===== src/rtl/fspc_map.svh =====
// offsets, field positions, reset values and timing counts for the
// fifo status and power control register bank; definitions only
`ifndef FSPC_MAP_SVH
`define FSPC_MAP_SVH

`define FSPC_OFS_RX_DISCARD 8'h78
`define FSPC_OFS_RX_OCC 8'h7C
`define FSPC_OFS_TX_OCC 8'h80
`define FSPC_OFS_PMT 8'h84
`define FSPC_OFS_ENDIAN_TEST 8'h60

`define FSPC_BIT_SKIP 31
`define FSPC_STAT_HI 23
`define FSPC_STAT_LO 16
`define FSPC_CNT_HI 15
`define FSPC_CNT_LO 0
`define FSPC_PM_HI 13
`define FSPC_PM_LO 12
`define FSPC_BIT_PHY_RESET_REQUEST 10
`define FSPC_BIT_WF_EN 9
`define FSPC_BIT_ENERGY_DETECT_ENABLE 8
`define FSPC_BIT_DRV_TYPE 6
`define FSPC_BIT_PULSE 3
`define FSPC_BIT_POL 2
`define FSPC_BIT_OUT_EN 1
`define FSPC_BIT_READY 0

`define FSPC_PM_D0 2'h0
`define FSPC_PM_D1 2'h1
`define FSPC_PM_D2 2'h2
`define FSPC_PM_RSVD 2'h3

`define FSPC_RST_STAT_WORDS 8'h00
`define FSPC_RST_RX_USED 16'h0000
`define FSPC_RST_TX_FREE 16'h1200

`define FSPC_CLK_MHZ 250
`define FSPC_PHY_RESET_REQUEST_US 100
`define FSPC_PHY_RESET_REQUEST_CYC (`FSPC_PHY_RESET_REQUEST_US * `FSPC_CLK_MHZ)
`define FSPC_WAKE_PULSE_MS 50
`define FSPC_WAKE_PULSE_CYC (`FSPC_WAKE_PULSE_MS * 1000 * `FSPC_CLK_MHZ)
`define FSPC_SETTLE_CYC 16

`endif


===== src/rtl/fspc_pkg.sv =====
// types shared by the fifo status and power control register bank
// assumes the map header is included by the design files
package fspc_pkg;
    typedef logic [31:0] fspc_word_t;
    typedef logic [7:0] fspc_addr_t;
    typedef logic [1:0] fspc_pm_t;
    typedef logic [23:0] fspc_count_t;
endpackage


===== src/rtl/fspc_phy_reset_request.sv =====
// phy reset stretcher: holds the reset for a fixed number of cycles
// assumes i_start is a one-cycle pulse on i_clock
`timescale 1ns/1ns
module fspc_phy_reset_request #(
    parameter fspc_pkg::fspc_count_t HOLD_CYCLES = 24'h0061A8
) (
    input wire logic i_clock,   // system clock
    input wire logic i_sys_rst, // sync reset, high
    input wire logic i_start,   // begin a reset hold
    output logic o_busy         // phy held in reset
);
    fspc_pkg::fspc_count_t cnt_ff;
    fspc_pkg::fspc_count_t nxt_cnt;
    logic busy_ff;
    logic nxt_busy;
    wire logic last = (cnt_ff == HOLD_CYCLES - 24'h000001);

    // restart ignored while busy; caller also masks it
    always_comb begin
        nxt_busy = busy_ff;
        nxt_cnt = cnt_ff;
        if (busy_ff) begin
            nxt_cnt = cnt_ff + 24'h000001;
            if (last) begin
                nxt_busy = 1'b0;
                nxt_cnt = 24'h000000;
            end
        end else if (i_start) begin
            nxt_busy = 1'b1;
            nxt_cnt = 24'h000000;
        end
    end

    always_ff @(posedge i_clock) begin
        if (i_sys_rst) begin
            busy_ff <= 1'b0;
            cnt_ff <= 24'h000000;
        end else begin
            busy_ff <= nxt_busy;
            cnt_ff <= nxt_cnt;
        end
    end

    assign o_busy = busy_ff;
endmodule


===== src/rtl/fspc_wake_out.sv =====
// wake output pin driver: level or timed pulse, open-drain or push-pull
// assumes i_trigger is a one-cycle pulse on i_clock
`timescale 1ns/1ns
module fspc_wake_out #(
    parameter fspc_pkg::fspc_count_t PULSE_CYCLES = 24'hBEBC20
) (
    input wire logic i_clock,      // system clock
    input wire logic i_sys_rst,    // sync reset, high
    input wire logic i_trigger,    // new enabled wake event
    input wire logic i_hold,       // any wake event pending
    input wire logic i_pulse_mode, // pulse rather than level
    input wire logic i_enable,     // pin enabled
    input wire logic i_push_pull,  // push-pull rather than open-drain
    input wire logic i_act_high,   // active high in push-pull
    output logic o_pin,            // pin value
    output logic o_pin_oe_n        // low while driving
);
    fspc_pkg::fspc_count_t cnt_ff;
    logic pulse_ff;
    logic pin_ff;
    logic oe_n_ff;
    wire logic pulse_end = (cnt_ff == PULSE_CYCLES - 24'h000001);
    wire logic active = i_enable & (i_pulse_mode ? pulse_ff : i_hold);
    // open-drain ignores polarity: always pulls low when active
    wire logic nxt_pin = i_push_pull ? (active ~^ i_act_high) : 1'b0;
    wire logic nxt_oe_n = i_push_pull ? 1'b0 : ~active;

    // every event restarts the pulse timer
    always_ff @(posedge i_clock) begin
        if (i_sys_rst) begin
            pulse_ff <= 1'b0;
            cnt_ff <= 24'h000000;
        end else if (i_trigger) begin
            pulse_ff <= 1'b1;
            cnt_ff <= 24'h000000;
        end else if (pulse_ff) begin
            pulse_ff <= ~pulse_end;
            cnt_ff <= pulse_end ? 24'h000000 : cnt_ff + 24'h000001;
        end
    end

    always_ff @(posedge i_clock) begin
        if (i_sys_rst) begin
            pin_ff <= 1'b0;
            oe_n_ff <= 1'b1;
        end else begin
            pin_ff <= nxt_pin;
            oe_n_ff <= nxt_oe_n;
        end
    end

    assign o_pin = pin_ff;
    assign o_pin_oe_n = oe_n_ff;
endmodule


===== src/rtl/fspc_regs.sv =====
// host-visible fifo status and power control registers
// assumes an asynchronous sram-like host bus and same-clock fifo datapath
`timescale 1ns/1ns
`include "fspc_map.svh"
module fspc_regs #(
    parameter fspc_pkg::fspc_count_t PHY_RESET_REQUEST_CYCLES =
        24'(`FSPC_PHY_RESET_REQUEST_CYC),
    parameter fspc_pkg::fspc_count_t WAKE_PULSE_CYCLES =
        24'(`FSPC_WAKE_PULSE_CYC)
) (
    input wire logic i_clock,                 // 250 MHz system clock
    input wire logic i_sys_rst,               // sync reset, high
    input wire logic i_soft_rst,              // soft reset pulse
    input wire logic i_bus_cs_n,              // host chip select, low
    input wire logic i_bus_rd_n,              // host read strobe, low
    input wire logic i_bus_wr_n,              // host write strobe, low
    input wire logic [7:0] i_bus_addr,        // host byte address
    input wire logic [31:0] i_bus_wdata,      // host write data
    output logic [31:0] o_bus_rdata,          // host read data
    output logic o_rx_skip_req,               // start skip, pulse
    input wire logic i_rx_skip_done,          // skip finished, pulse
    input wire logic [7:0] i_rx_status_words, // rx status fifo level
    input wire logic [15:0] i_rx_data_bytes,  // rx data fifo bytes used
    input wire logic [7:0] i_tx_status_words, // tx status fifo level
    input wire logic [15:0] i_tx_data_free,   // tx data fifo bytes free
    output logic [1:0] o_power_state,         // current power state
    output logic o_phy_reset,                 // internal phy reset
    input wire logic i_wake_frame_evt,        // wake frame seen, pulse
    input wire logic i_energy_evt,            // energy detected, pulse
    output logic o_wake_event_interrupt,      // wake interrupt level
    output logic o_wake_event_output,         // wake pin value
    output logic o_wake_event_output_oe_n     // wake pin enable, low
);
    // two-flop synchronisers for every host pin
    logic [42:0] pin_s1_ff;
    logic [42:0] pin_s2_ff;
    logic [1:0] strobe_d_ff;
    wire logic [42:0] pin_raw = {i_bus_cs_n, i_bus_rd_n, i_bus_wr_n,
                                 i_bus_addr, i_bus_wdata};

    wire logic cs_lvl = ~pin_s2_ff[42];
    wire logic rd_lvl = cs_lvl & ~pin_s2_ff[41];
    wire logic wr_lvl = cs_lvl & ~pin_s2_ff[40];
    wire fspc_pkg::fspc_addr_t addr = pin_s2_ff[39:32];
    wire fspc_pkg::fspc_word_t wdata = pin_s2_ff[31:0];
    // one access per strobe: act on its leading edge only
    wire logic rd_pulse = rd_lvl & ~strobe_d_ff[1];
    wire logic wr_pulse = wr_lvl & ~strobe_d_ff[0];

    always_ff @(posedge i_clock) begin
        if (i_sys_rst) begin
            pin_s1_ff <= {3'h7, 40'h0000000000};
            pin_s2_ff <= {3'h7, 40'h0000000000};
            strobe_d_ff <= 2'h0;
        end else begin
            pin_s1_ff <= pin_raw;
            pin_s2_ff <= pin_s1_ff;
            strobe_d_ff <= {rd_lvl, wr_lvl};
        end
    end

    wire logic hit_discard = (addr == `FSPC_OFS_RX_DISCARD);
    wire logic hit_rx_occ = (addr == `FSPC_OFS_RX_OCC);
    wire logic hit_tx_occ = (addr == `FSPC_OFS_TX_OCC);
    wire logic hit_pmt = (addr == `FSPC_OFS_PMT);
    wire logic hit_endian = (addr == `FSPC_OFS_ENDIAN_TEST);

    // control state
    logic read_seen_ff;
    logic ready_ff;
    logic [4:0] settle_ff;
    fspc_pkg::fspc_pm_t pstate_ff;
    logic skip_busy_ff;
    logic skip_req_ff;
    logic wf_en_ff;
    logic energy_detect_enable_ff;
    logic drv_pp_ff;
    logic pulse_mode_ff;
    logic pol_high_ff;
    logic out_en_ff;
    logic wf_pend_ff;
    logic ed_pend_ff;
    logic [7:0] rx_stat_ff;
    logic [15:0] rx_used_ff;
    logic [7:0] tx_stat_ff;
    logic [15:0] tx_free_ff;
    fspc_pkg::fspc_word_t rdata_ff;
    logic phy_busy;

    wire logic reduced = (pstate_ff != `FSPC_PM_D0);
    wire logic wake_req = wr_pulse & hit_endian & reduced;
    // only endian test while not ready
    wire logic wr_ok = wr_pulse & read_seen_ff & ready_ff;
    wire logic wr_discard = wr_ok & hit_discard;
    wire logic wr_pmt = wr_ok & hit_pmt;
    wire fspc_pkg::fspc_pm_t pm_req = wdata[`FSPC_PM_HI:`FSPC_PM_LO];
    wire logic enter_low = wr_pmt & (pm_req != `FSPC_PM_D0)
                           & (pm_req != `FSPC_PM_RSVD);
    wire logic skip_start = wr_discard & wdata[`FSPC_BIT_SKIP]
                            & ~skip_busy_ff;
    // ignored while phy reset reads one
    wire logic phy_start = wr_pmt & wdata[`FSPC_BIT_PHY_RESET_REQUEST] & ~phy_busy;
    wire logic settle_done = (settle_ff == 5'(`FSPC_SETTLE_CYC - 1));
    wire logic wf_hit = i_wake_frame_evt & wf_en_ff;
    wire logic ed_hit = i_energy_evt & energy_detect_enable_ff;

    // ready after settle time from power-up or wake
    always_ff @(posedge i_clock) begin
        if (i_sys_rst) begin
            ready_ff <= 1'b0;
            settle_ff <= 5'h00;
        end else if (enter_low) begin
            ready_ff <= 1'b0;
            settle_ff <= 5'h00;
        end else if (!ready_ff && !reduced) begin
            ready_ff <= settle_done;
            settle_ff <= settle_done ? 5'h00 : settle_ff + 5'h01;
        end
    end

    // state change on write; field reads back 00b
    always_ff @(posedge i_clock) begin
        if (i_sys_rst || i_soft_rst) begin
            pstate_ff <= `FSPC_PM_D0;
        end else if (wake_req) begin
            pstate_ff <= `FSPC_PM_D0;
        end else if (enter_low) begin
            pstate_ff <= pm_req;
        end
    end

    // one read needed after reset and after wake
    always_ff @(posedge i_clock) begin
        if (i_sys_rst || i_soft_rst || wake_req || enter_low) begin
            read_seen_ff <= 1'b0;
        end else if (rd_pulse) begin
            read_seen_ff <= 1'b1;
        end
    end

    always_ff @(posedge i_clock) begin
        if (i_sys_rst || i_soft_rst) begin
            skip_busy_ff <= 1'b0;
            skip_req_ff <= 1'b0;
        end else begin
            skip_req_ff <= skip_start;
            if (skip_start) begin
                skip_busy_ff <= 1'b1;
            end else if (i_rx_skip_done) begin
                skip_busy_ff <= 1'b0;
            end
        end
    end

    // wake controls cleared by soft reset
    always_ff @(posedge i_clock) begin
        if (i_sys_rst || i_soft_rst) begin
            wf_en_ff <= 1'b0;
            energy_detect_enable_ff <= 1'b0;
            pulse_mode_ff <= 1'b0;
            out_en_ff <= 1'b0;
        end else if (wr_pmt) begin
            wf_en_ff <= wdata[`FSPC_BIT_WF_EN];
            energy_detect_enable_ff <= wdata[`FSPC_BIT_ENERGY_DETECT_ENABLE];
            pulse_mode_ff <= wdata[`FSPC_BIT_PULSE];
            out_en_ff <= wdata[`FSPC_BIT_OUT_EN];
        end
    end

    // driver type and polarity survive soft reset
    always_ff @(posedge i_clock) begin
        if (i_sys_rst) begin
            drv_pp_ff <= 1'b0;
            pol_high_ff <= 1'b0;
        end else if (wr_pmt) begin
            drv_pp_ff <= wdata[`FSPC_BIT_DRV_TYPE];
            pol_high_ff <= wdata[`FSPC_BIT_POL];
        end
    end

    // wake frame and energy pending
    // pending drops only by clearing its enable or by a reset; a new event wins
    always_ff @(posedge i_clock) begin
        if (i_sys_rst || i_soft_rst) begin
            wf_pend_ff <= 1'b0;
            ed_pend_ff <= 1'b0;
        end else begin
            wf_pend_ff <= wf_hit | (wf_pend_ff & wf_en_ff
                          & ~(wr_pmt & ~wdata[`FSPC_BIT_WF_EN]));
            ed_pend_ff <= ed_hit | (ed_pend_ff & energy_detect_enable_ff
                          & ~(wr_pmt & ~wdata[`FSPC_BIT_ENERGY_DETECT_ENABLE]));
        end
    end

    always_ff @(posedge i_clock) begin
        if (i_sys_rst) begin
            rx_stat_ff <= `FSPC_RST_STAT_WORDS;
            rx_used_ff <= `FSPC_RST_RX_USED;
            tx_stat_ff <= `FSPC_RST_STAT_WORDS;
            tx_free_ff <= `FSPC_RST_TX_FREE;
        end else begin
            rx_stat_ff <= i_rx_status_words;
            rx_used_ff <= i_rx_data_bytes;
            tx_stat_ff <= i_tx_status_words;
            tx_free_ff <= i_tx_data_free;
        end
    end

    wire fspc_pkg::fspc_word_t rd_discard = {skip_busy_ff, 31'h00000000};
    wire fspc_pkg::fspc_word_t rd_rx_occ = {8'h00, rx_stat_ff, rx_used_ff};
    wire fspc_pkg::fspc_word_t rd_tx_occ = {8'h00, tx_stat_ff, tx_free_ff};
    wire fspc_pkg::fspc_word_t rd_pmt = {18'h00000, 2'h0, 1'b0, phy_busy,
                                         wf_en_ff, energy_detect_enable_ff, 1'b0,
                                         drv_pp_ff, 2'h0, pulse_mode_ff,
                                         pol_high_ff, out_en_ff, ready_ff};
    // power control answers in every state
    wire fspc_pkg::fspc_word_t rd_mux =
        hit_discard ? rd_discard :
        hit_rx_occ ? rd_rx_occ :
        hit_tx_occ ? rd_tx_occ :
        hit_pmt ? rd_pmt : 32'h00000000;

    always_ff @(posedge i_clock) begin
        if (i_sys_rst) begin
            rdata_ff <= 32'h00000000;
        end else if (rd_pulse) begin
            rdata_ff <= rd_mux;
        end
    end

    // phy held in reset for the full hold time
    fspc_phy_reset_request #(
        .HOLD_CYCLES(PHY_RESET_REQUEST_CYCLES)
    ) u_phy_reset_request (
        .i_clock(i_clock),
        .i_sys_rst(i_sys_rst),
        .i_start(phy_start),
        .o_busy(phy_busy)
    );

    fspc_wake_out #(
        .PULSE_CYCLES(WAKE_PULSE_CYCLES)
    ) u_wake_out (
        .i_clock(i_clock),
        .i_sys_rst(i_sys_rst),
        .i_trigger(wf_hit | ed_hit),
        .i_hold(wf_pend_ff | ed_pend_ff),
        .i_pulse_mode(pulse_mode_ff),
        .i_enable(out_en_ff),
        .i_push_pull(drv_pp_ff),
        .i_act_high(pol_high_ff),
        .o_pin(o_wake_event_output),
        .o_pin_oe_n(o_wake_event_output_oe_n)
    );

    assign o_bus_rdata = rdata_ff;
    assign o_rx_skip_req = skip_req_ff;
    assign o_power_state = pstate_ff;
    assign o_phy_reset = phy_busy;
    // interrupt independent of the pin enable
    assign o_wake_event_interrupt = wf_pend_ff | ed_pend_ff;
endmodule


===== config.mk =====
export PLATFORM = sky130hd
export DESIGN_NAME = fspc_regs
export DESIGN_NICKNAME = d
export VERILOG_FILES = /design/src/rtl/fspc_pkg.sv /design/src/rtl/fspc_phy_reset_request.sv /design/src/rtl/fspc_wake_out.sv /design/src/rtl/fspc_regs.sv
export VERILOG_INCLUDE_DIRS = /design/src /design/src/rtl
export SDC_FILE = /design/constraint.sdc
export NUM_CORES = 1
export LEC_CHECK = 0
export BUFFER_PORTS_ARGS = -buffer_cell sky130_fd_sc_hd__buf_2
export CORE_AREA = 2 2 125 127
export DETAILED_ROUTE_END_ITERATION = 6
export DIE_AREA = 0 0 127 129
export PLACE_DENSITY = 0.73
export RECOVER_POWER = 25
export SLEW_MARGIN = 5
export SYNTH_ARGS = -nofsm -noshare
export SYNTH_HDL_FRONTEND = slang
export SYNTH_HIERARCHICAL = 1
export SYNTH_SLANG_ARGS = --single-unit

===== constraint.sdc =====
create_clock -name i_clock -period 2.5 [get_ports i_clock]
set_clock_uncertainty 0.15 [all_clocks]
set_input_delay 0.5 -clock i_clock [delete_from_list [all_inputs] [get_ports i_clock]]
set_output_delay 0.5 -clock i_clock [all_outputs]
set_load 0.005 [all_outputs]

**Word level (Yosys, flattened, before mapping)**

Index checks and enable logic that the tools add are counted.

- Register bits after elaboration: 239
- Output and inout bits: 39
- Word-level logic and storage cells: 116

- $add $sub $neg: 3
- Equality and inequality tests: 9
- Mux-type cells: 18
- Bitwise gates (word level): 44
- Reduce and logical (&&, ||, !) cells: 14

Operator list:

| kind | count |
|---|---|
| $mux W24 | 6 |
| $add A24 B1 Y24 const B | 2 |
| $mux W32 | 1 |
| $and A1 B1 Y1 | 25 |
| $eq A24 B15 Y1 const B | 1 |
| $eq A24 B24 Y1 const B | 1 |
| $eq A8 B7 Y1 const B | 3 |
| $eq A8 B8 Y1 const B | 2 |
| $not A1 Y1 | 14 |
| $mux W11 | 1 |
| $mux W1 | 9 |
| $reduce_bool A2 Y1 | 4 |
| $reduce_or A2 Y1 | 4 |
| $add A5 B1 Y5 const B | 1 |
| $eq A5 B4 Y1 const B | 1 |
| $mux W5 | 1 |
| $or A1 B1 Y1 | 4 |
| $logic_or A1 B1 Y1 | 3 |
| $logic_not A1 Y1 | 2 |
| $ne A2 B2 Y1 const B | 1 |
| $logic_and A1 B1 Y1 | 1 |
| $xnor A1 B1 Y1 | 1 |

**Longest topological paths before layout**

Gate-level depths: netlist (run 1).

- Depth after elaboration: 10
- Mapped depth: 9
- Gate-level depth less buffers: 8

**Modules after synthesis**

The synthesis (run 1) kept the hierarchy.

By module, submodules not included:

| module | instances | cells an instance | area each (µm²) | sequential area each (µm²) |
|---|---|---|---|---|
| fspc_regs | 1 | 440 | 4588.2 | 2722.6 |
| fspc_wake_out | 1 | 154 | 1323.8 | 540.5 |
| fspc_phy_reset_request | 1 | 165 | 1301.2 | 500.5 |

**Worst setup path before layout (run 1)**

No wires, ideal clock.

- Path kind: reg2reg
- Start: reg pin_s2_ff[33]
- End: reg u_phy_reset_request.cnt_ff[16]
- Arrival time: 2067 ps
- Data required time: 2230 ps
- Setup slack: 162 ps
- Cell stages (with the launch flop): 10
- Buffers on the path: 1
- Clock period less this slack: 2338 ps
- Cells stage by stage: dfxtp_1 -> nor4_1 -> nand4_1 -> buf_2 -> nor3b_1 -> nor2_1 -> or3_1 -> nor3_1 -> xnor2_1 -> nor2_1

- Longest elaborated chain between the ends: 5

RTL lines:

| element | RTL line | RTL |
|---|---|---|
| start: declaration | fspc_regs.sv:36 | `logic [42:0] pin_s2_ff;` |
| start signal: assignment | fspc_regs.sv:53 | `pin_s2_ff <= {3'h7, 40'h0000000000};` |
| start signal: assignment | fspc_regs.sv:57 | `pin_s2_ff <= pin_s1_ff;` |
| $eq A8 B8 Y1 (no line) | -- |  |
| $and A1 B1 Y1 | fspc_regs.sv:95 | `wire logic wr_pmt = wr_ok & hit_pmt;` |
| $and A1 B1 Y1 (2 in a row) | fspc_regs.sv:102 | `` wire logic phy_start = wr_pmt & wdata[`FSPC_BIT_PHY_RESET_REQUEST] & ~phy_busy; `` |
| via phy_start | fspc_regs.sv:102 |  |
| $reduce_bool A2 Y1 (no line) | -- |  |
| end signal: assignment | fspc_phy_reset_request.sv:40 | `cnt_ff <= nxt_cnt;` |
| end: declaration | fspc_phy_reset_request.sv:12 | `fspc_pkg::fspc_count_t cnt_ff;` |

The timed path passes the listed nets, and every way through them passes these cells.
A chain may end at the register's enable or synchronous reset.

**Final worst setup path (run 1)**

- Start: reg pin_s2_ff[33]
- End: reg u_phy_reset_request.cnt_ff[15]

The elaborated chain is that of the path after synthesis.

==> impl_metrics.toml, run 1 <==
[run_status]
status = "finished clean"

[power_and_ir_drop]
power_density_nw_per_um2 = 690.7
p_sw_mw = 1.228
p_seq_share_pct = 52.5
p_leak_nw = 3.246
clkPwrFrac_pct = 43.8
p_sw_share_pct = 20.81
fin_total_pwr_mw = 5.898
p_int_mw = 4.671
combPwrFrac_pct = 3.7
ir_drop_uv = 542.1

[detailed_routing]
maxUsedRoutingLayer = "met4"
first_pass_iters = 4
met2_length_mm = 7.473
met1Wirelength_mm = 6.968
vias = 5668
wl_met3_um = 575
drt_iter0_markers = 375
postRouteAntennaNets = 0
viasPerCell = 5.297
drc = 0
drt_wl_total_mm = 15.37
wl_per_cell_um = 14.37

[worst_setup_path]
timing.rr.end = "u_phy_reset_request/cnt_ff[15]$_SDFFE_PP0P_"
rr_worst_depth = 8
crit_chain = "nor4_1, nand4_1, nor3b_2, nor2_1, or3_4, nor3_1, xnor2_1, nor2_1"
r2r_start = "pin_s2_ff[33]$_SDFF_PP0_"
critPathCapture = "u_phy_reset_request/cnt_ff[15]$_SDFFE_PP0P_"
crit_top_cell = "nor2_1"
crit_path_start_kind = "flop"
slowest_delay_ns = 0.43
critical_path_class = "flop to flop"
crit_fanout = 5
cp.arrival_ns = 2.39
endpoint_kind = "flop"
startpoint = "pin_s2_ff[33]$_SDFF_PP0_"
critPathSlowestCell = "or3_4"
crit_required_ns = 2.65
rrSetupSlack_ns = 0.27

[clock_tree]
numCtsBuffers = 17
postCtsSetupBuffers = 0
cts_root_buf = "clkbuf_16"
cts.path.max_buffers = 2
cts_tree = "built"
clock-sinks = 188
clk_latency_ns = 0.42
htree_num_levels = 4
clk_pin_slew_ns = 0.06

[sta]
fin_crit_sh_pct = 89.25
tightest_slew_ns = 1.161
max_freq_mhz = 448.2
setup_viol = 0
setup_ws_ns = 0.2686
relSlewSlack_pct = 22.60
drv_slew = 0
timing.hold.ws_ns = 0.1092
period_needed_ns = 2.231
finalHoldViolations = 0
rsz0062_at_grt = "false"
finalSetupTns_ns = 0

[floorplan]
die_x_um = 127
io_pins = 136
die_area_um2 = 16380
fp.coreArea_um2 = 14980
row_count = 45
initial_utilization_pct = 48.16
die_y_um = 129

[logic_synthesis]
synth_seq_cells = 188
synth.top_cells.by_area = "dfxtp_1 (52%), nor2b_1 (7.1%), nor2_1 (2.9%)"
synthesis.instances = 759
yosysSeqAreaShare_pct = 52.18
synthDistinctLibCells = 63
netlist_area_um2 = 7213
yosysTopAreaCell = "dfxtp_1"
dominantRegCellSynth = "dfxtp_1"
ys_warn_count = 6
synth_edf_count = 0
synth_top_area_share_pct = 52.18
async_flop_share_pct = 0
syn_avg_cell_area_um2 = 9.504

[grt]
grtUsageTotal_pct = 18.83
grt_max_degree = 39
grt_first_pass_wirelength_mm = 24.76
grt_overflow = 0
antenna_found_initial = 1
grt_pass1_vias = 5255

[finish]
layout_common_cells = "dfxtp_1 (188), buf_2 (105), nor2b_1 (82), nor2_1 (56), nand2_1 (55)"
area_delta_synth_final_pct = 18.39
final_layout_size_suffix_gt1_share_pct = 20.57
seqCellArea_um2 = 3764
final_nets = 970
multi_input_area_um2 = 3242
final_common_cell = "dfxtp_1"
fillers = 1343

[place]
dpl_worst_slack_ns = 0.1132
hpwl_mm = 10.81
place_congestion = 0.8113
port_buffers = 106

[job]
maxCapViolations = 0

[worst_hold_path]
hp-class = "primary input to flop"
## per-stage QoR
stage,std cells,area (µm²),util [%]
4_1_cts,1068,8527,56.93
5_1_grt,1068,8534,56.98
3_3_place_gp,1039,7965,53.18
3_5_place_dp,1039,7965,53.18
6_report,1070,8539,57.02
2_1_floorplan,765,7236,-
## critical path: cells and delay by family, from the launching register on
kind             cells  cell delay (ns)
XOR/XNOR             1             0.14
flip-flops           1             0.31
AND/OR/NAND/NOR      7             1.52
## power groups by stage
stage | sequential, mW | clock [mW] | combinational (mW)
detailed placement | 3.17 | 0 | 0.220
finish | 3.10 | 2.58 | 0.218
global route | 3.10 | 2.76 | 0.246
floorplan | 3.16 | 0 | 0.133
CTS | 3.10 | 2.63 | 0.222
global placement | 3.16 | 0 | 0.217
## worst min-delay path by stage
stage          cells after the start                      from  slack (ns)                        end
4_1_cts                            2                i_bus_wr_n        0.09   pin_s1_ff[40]$_SDFF_PP1_
3_3_place_gp                       1  pin_s1_ff[40]$_SDFF_PP1_        0.24   pin_s2_ff[40]$_SDFF_PP1_
5_1_grt                            2        i_tx_data_free[12]         0.1  tx_free_ff[12]$_SDFF_PP1_
2_1_floorplan                      1  pin_s1_ff[40]$_SDFF_PP1_        0.24   pin_s2_ff[40]$_SDFF_PP1_
3_5_place_dp                       1  pin_s1_ff[40]$_SDFF_PP1_        0.24   pin_s2_ff[40]$_SDFF_PP1_
6_report                           2                i_bus_wr_n        0.11   pin_s1_ff[40]$_SDFF_PP1_
## Yosys cell counts (all sizes together), types with 2 or more instances
library cell / count
clkbuf: 25
xnor2: 16
and2: 2
nor3b: 6
o21ai: 36
a311o: 2
a211oi: 3
a31oi: 7
and3: 5
nand4: 16
a21oi: 23
a21boi: 2
a21o: 8
nor2: 56
or2: 14
and4b: 3
buf: 17
nand2: 56
or4: 11
o21a: 2
dfxtp: 188
mux2i: 14
or3: 14
nor4: 13
nor3: 24
nand3: 26
nand2b: 2
xor2: 12
o31ai: 8
o211ai: 3
nor2b: 82
ha: 3
a22oi: 17
a32o: 9
nand3b: 3
and4: 6
inv: 11
## area by class of cell
| class | instances | share of cell area (%) |
|---|---|---|
| inverter | 11 | 0.4835 |
| clock buffer | 20 | 5.231 |
| antenna | 2 | 0.05861 |
| timing repair buffer | 128 | 8.088 |
| multi-input combinational | 524 | 37.96 |
| clock inverter | 9 | 1.348 |
| tap | 188 | 2.755 |
| sequential | 188 | 44.07 |
## registers in the layout (all words and copies together) (netlist names), 5 cells and up
| name | count |
|---|---|
| tx_free_ff | 16 |
| tx_stat_ff | 8 |
| o_bus_rdata | 25 |
| u_wake_out/cnt_ff | 24 |
| pin_s2_ff | 21 |
| settle_ff | 5 |
| pin_s1_ff | 21 |
| u_phy_reset_request/cnt_ff | 24 |
| rx_stat_ff | 8 |
| rx_used_ff | 16 |
## kinds of logic after synthesis
group                    after synthesis  share of synthesized area (%)
adder cells (fa/ha/maj)                3                         0.5204
buffers and inverters                 53                          3.400
AND/OR/NAND/NOR                      346                          26.97
multiplexers                          15                          2.099
other                                  1                        0.05199
AO/OA/AOI/OAI                        125                          11.38
XOR/XNOR                              28                          3.400
flip-flops                           188                          52.18
## what timing repair did
action                                 in CTS  in global routing
endpoints found under the hold margin       0                  0
gates resized for setup                     0                  3
hold buffers                                0                  0
setup endpoints to repair                   0                  6
## metal layers
| metal | vias up | track usage, % |
|---|---|---|
| met5 | - | 0 |
| met4 | 0 | 8.468 |
| met3 | 23 | 3.701 |
| met2 | 104 | 30.80 |
| met1 | 2667 | 24.31 |
| li1 | 2874 | - |
Note: power is estimated with default switching activity, not from simulation.
==> run 2: changes to the inputs <==
- clock period: 2.5 -> 2 ns (I/O delays scaled with it)
==> impl_metrics.toml, run 2 (synthesis gave the netlist of run 1 again) <==
[run_status]
status = "finished, violations left"
violations = "negative setup slack"

[place]
place_congestion = 0.8342
hpwl_mm = 11.13
placed_cells = 1084
dpl_worst_slack_ns = -0.2152
port_buffers = 106
placed_area_um2 = 8372

[finish]
finalNonFillerCells = 1125
final_nets = 1024
layout_common_cells = "dfxtp_1 (183), buf_2 (106), nor2b_1 (82), buf_4 (65), nand2_1 (55)"
largest_reg_flops = 25
final_area_um2 = 9123
post-route-util_pct = 60.91
final_common_cell = "dfxtp_1"
final_layout_size_suffix_gt1_share_pct = 27.03
fillers = 1273
area_delta_synth_final_pct = 26.47

[detailed_routing]
drt_iter0_markers = 345
drt_wl_total_mm = 15.80
drc = 0
wl_per_cell_um = 14.04
postRouteAntennaNets = 0
vias = 5897
first_pass_iters = 5
viasPerCell = 5.242

[floorplan]
io_pins = 136
die_y_um = 129
die_area_um2 = 16380
initial_utilization_pct = 48.16
row_count = 45
die_x_um = 127
fp.coreArea_um2 = 14980

[sta]
setup_viol = 36
tightest_slew_ns = 1.235
max_freq_mhz = 454.8
period_needed_ns = 2.199
fin_crit_sh_pct = 109.9
finalHoldViolations = 0
setup_ws_ns = -0.1989
drv_slew = 0
timing.hold.ws_ns = 0.02342
relSlewSlack_pct = 17.64
rsz0062_at_grt = "true"

[grt]
grt_first_pass_wirelength_mm = 25.34
antenna_found_initial = 1
grt_overflow = 0
grt_pass1_vias = 5366
grtUsageTotal_pct = 19.46
grt_max_degree = 27

[worst_hold_path]
hp-class = "primary input to flop"
whs_path_depth = 2

[power_and_ir_drop]
ir_drop_uv = 742.7
p_leak_nw = 3.643
power_density_nw_per_um2 = 833.8

[worst_setup_path]
slowest_delay_ns = 0.40
crit_required_ns = 2.16
worst-path-buf-inv = 0
path_depth = 8
cp.arrival_ns = 2.36
critical_path_class = "flop to flop"
path_delay_family = "simple AND/OR/NAND/NOR gates"
crit_path_start_kind = "flop"
rr_worst_depth = 8
crit_chain = "nor4_4, nand4_1, nor3b_2, nor2_2, or3_4, nor3_2, xnor2_1, nor2_1"
crit_fanout = 5
endpoint_kind = "flop"
critPathSlowestCell = "or3_4"

[clock_tree]
cts_root_buf = "clkbuf_16"
cts.path.max_buffers = 2
cts_tree = "built"
htree_num_levels = 4
clk_latency_ns = 0.43
clock-sinks = 188
clk_pin_slew_ns = 0.07
numCtsBuffers = 17

[job]
maxCapViolations = 0
-- run 2: changes by cell type in the layout (fill, tap and decap cells not counted), moves of 3 or more --
cell	before	now
buf_4	21	65
dfxtp_1	188	183
dfxtp_2	0	5
dlygate4sd3_1	0	5
inv_6	2	6
nor3_1	23	19
nor4_4	1	5
clkbuf_2	0	3
inv_8	0	3
-- run 2: repair_timing --
item	in CTS	in global routing
gates resized for setup	3	14
pin swaps	2	6
gates cloned	0	1
setup endpoints to repair	12	30
hold endpoints to repair	5	0
setup buffers	0	3
hold buffers	5	0
-- run 2: area by class of cell --
cell class	instances	area, µm²	area share, %
antenna	1	2.502	0.02743
clock buffer	18	439.2	4.814
clock inverter	13	163.9	1.797
inverter	11	41.29	0.4526
multi-input combinational	524	3359	36.83
sequential	188	3770	41.32
tap	188	235.2	2.579
timing repair buffer	182	1111	12.18
-- run 2: final timing paths --
kind | from | endpoint | slack [ns]
worst max register to register | pin_s2_ff[40]$_SDFF_PP1_ | u_phy_reset_request/cnt_ff[15]$_SDFFE_PP0P_ | -0.20
worst min-delay path | i_bus_addr[2] | pin_s1_ff[34]$_SDFF_PP0_ | 0.02
worst min register to register | pin_s1_ff[41]$_SDFF_PP1_ | pin_s2_ff[41]$_SDFF_PP1_ | 0.26
worst max-delay path | pin_s2_ff[40]$_SDFF_PP1_ | u_phy_reset_request/cnt_ff[15]$_SDFFE_PP0P_ | -0.20
-- run 2: metrics by stage --
step	setup TNS [ns]	power, mW
6_report	-3.166	7.606
5_1_grt	-10.67	7.853
4_1_cts	-1.120	7.660
3_5_place_dp	-1.530	4.245
3_3_place_gp	-0.7984	4.239
2_1_floorplan	-0.5284	4.116
-- run 2: power by group --
| group | total, mW | leakage, nW | switching (mW) | internal [mW] |
|---|---|---|---|---|
| Sequential | 3.87 | 1.54 | 0.0343 | 3.84 |
| Combinational | 0.296 | 1.81 | 0.145 | 0.151 |
| Clock | 3.44 | 0.299 | 1.51 | 1.92 |
| Total | 7.61 | 3.64 | 1.69 | 5.91 |
-- run 2: routing by layer --
metal	vias up	share of wire [%]	track usage (%)
met5	-	0	0
met4	0	1.8	7.757
met1	2763	45	24.75
met3	20	4.3	4.823
met2	127	48	32.01
li1	2987	-	-
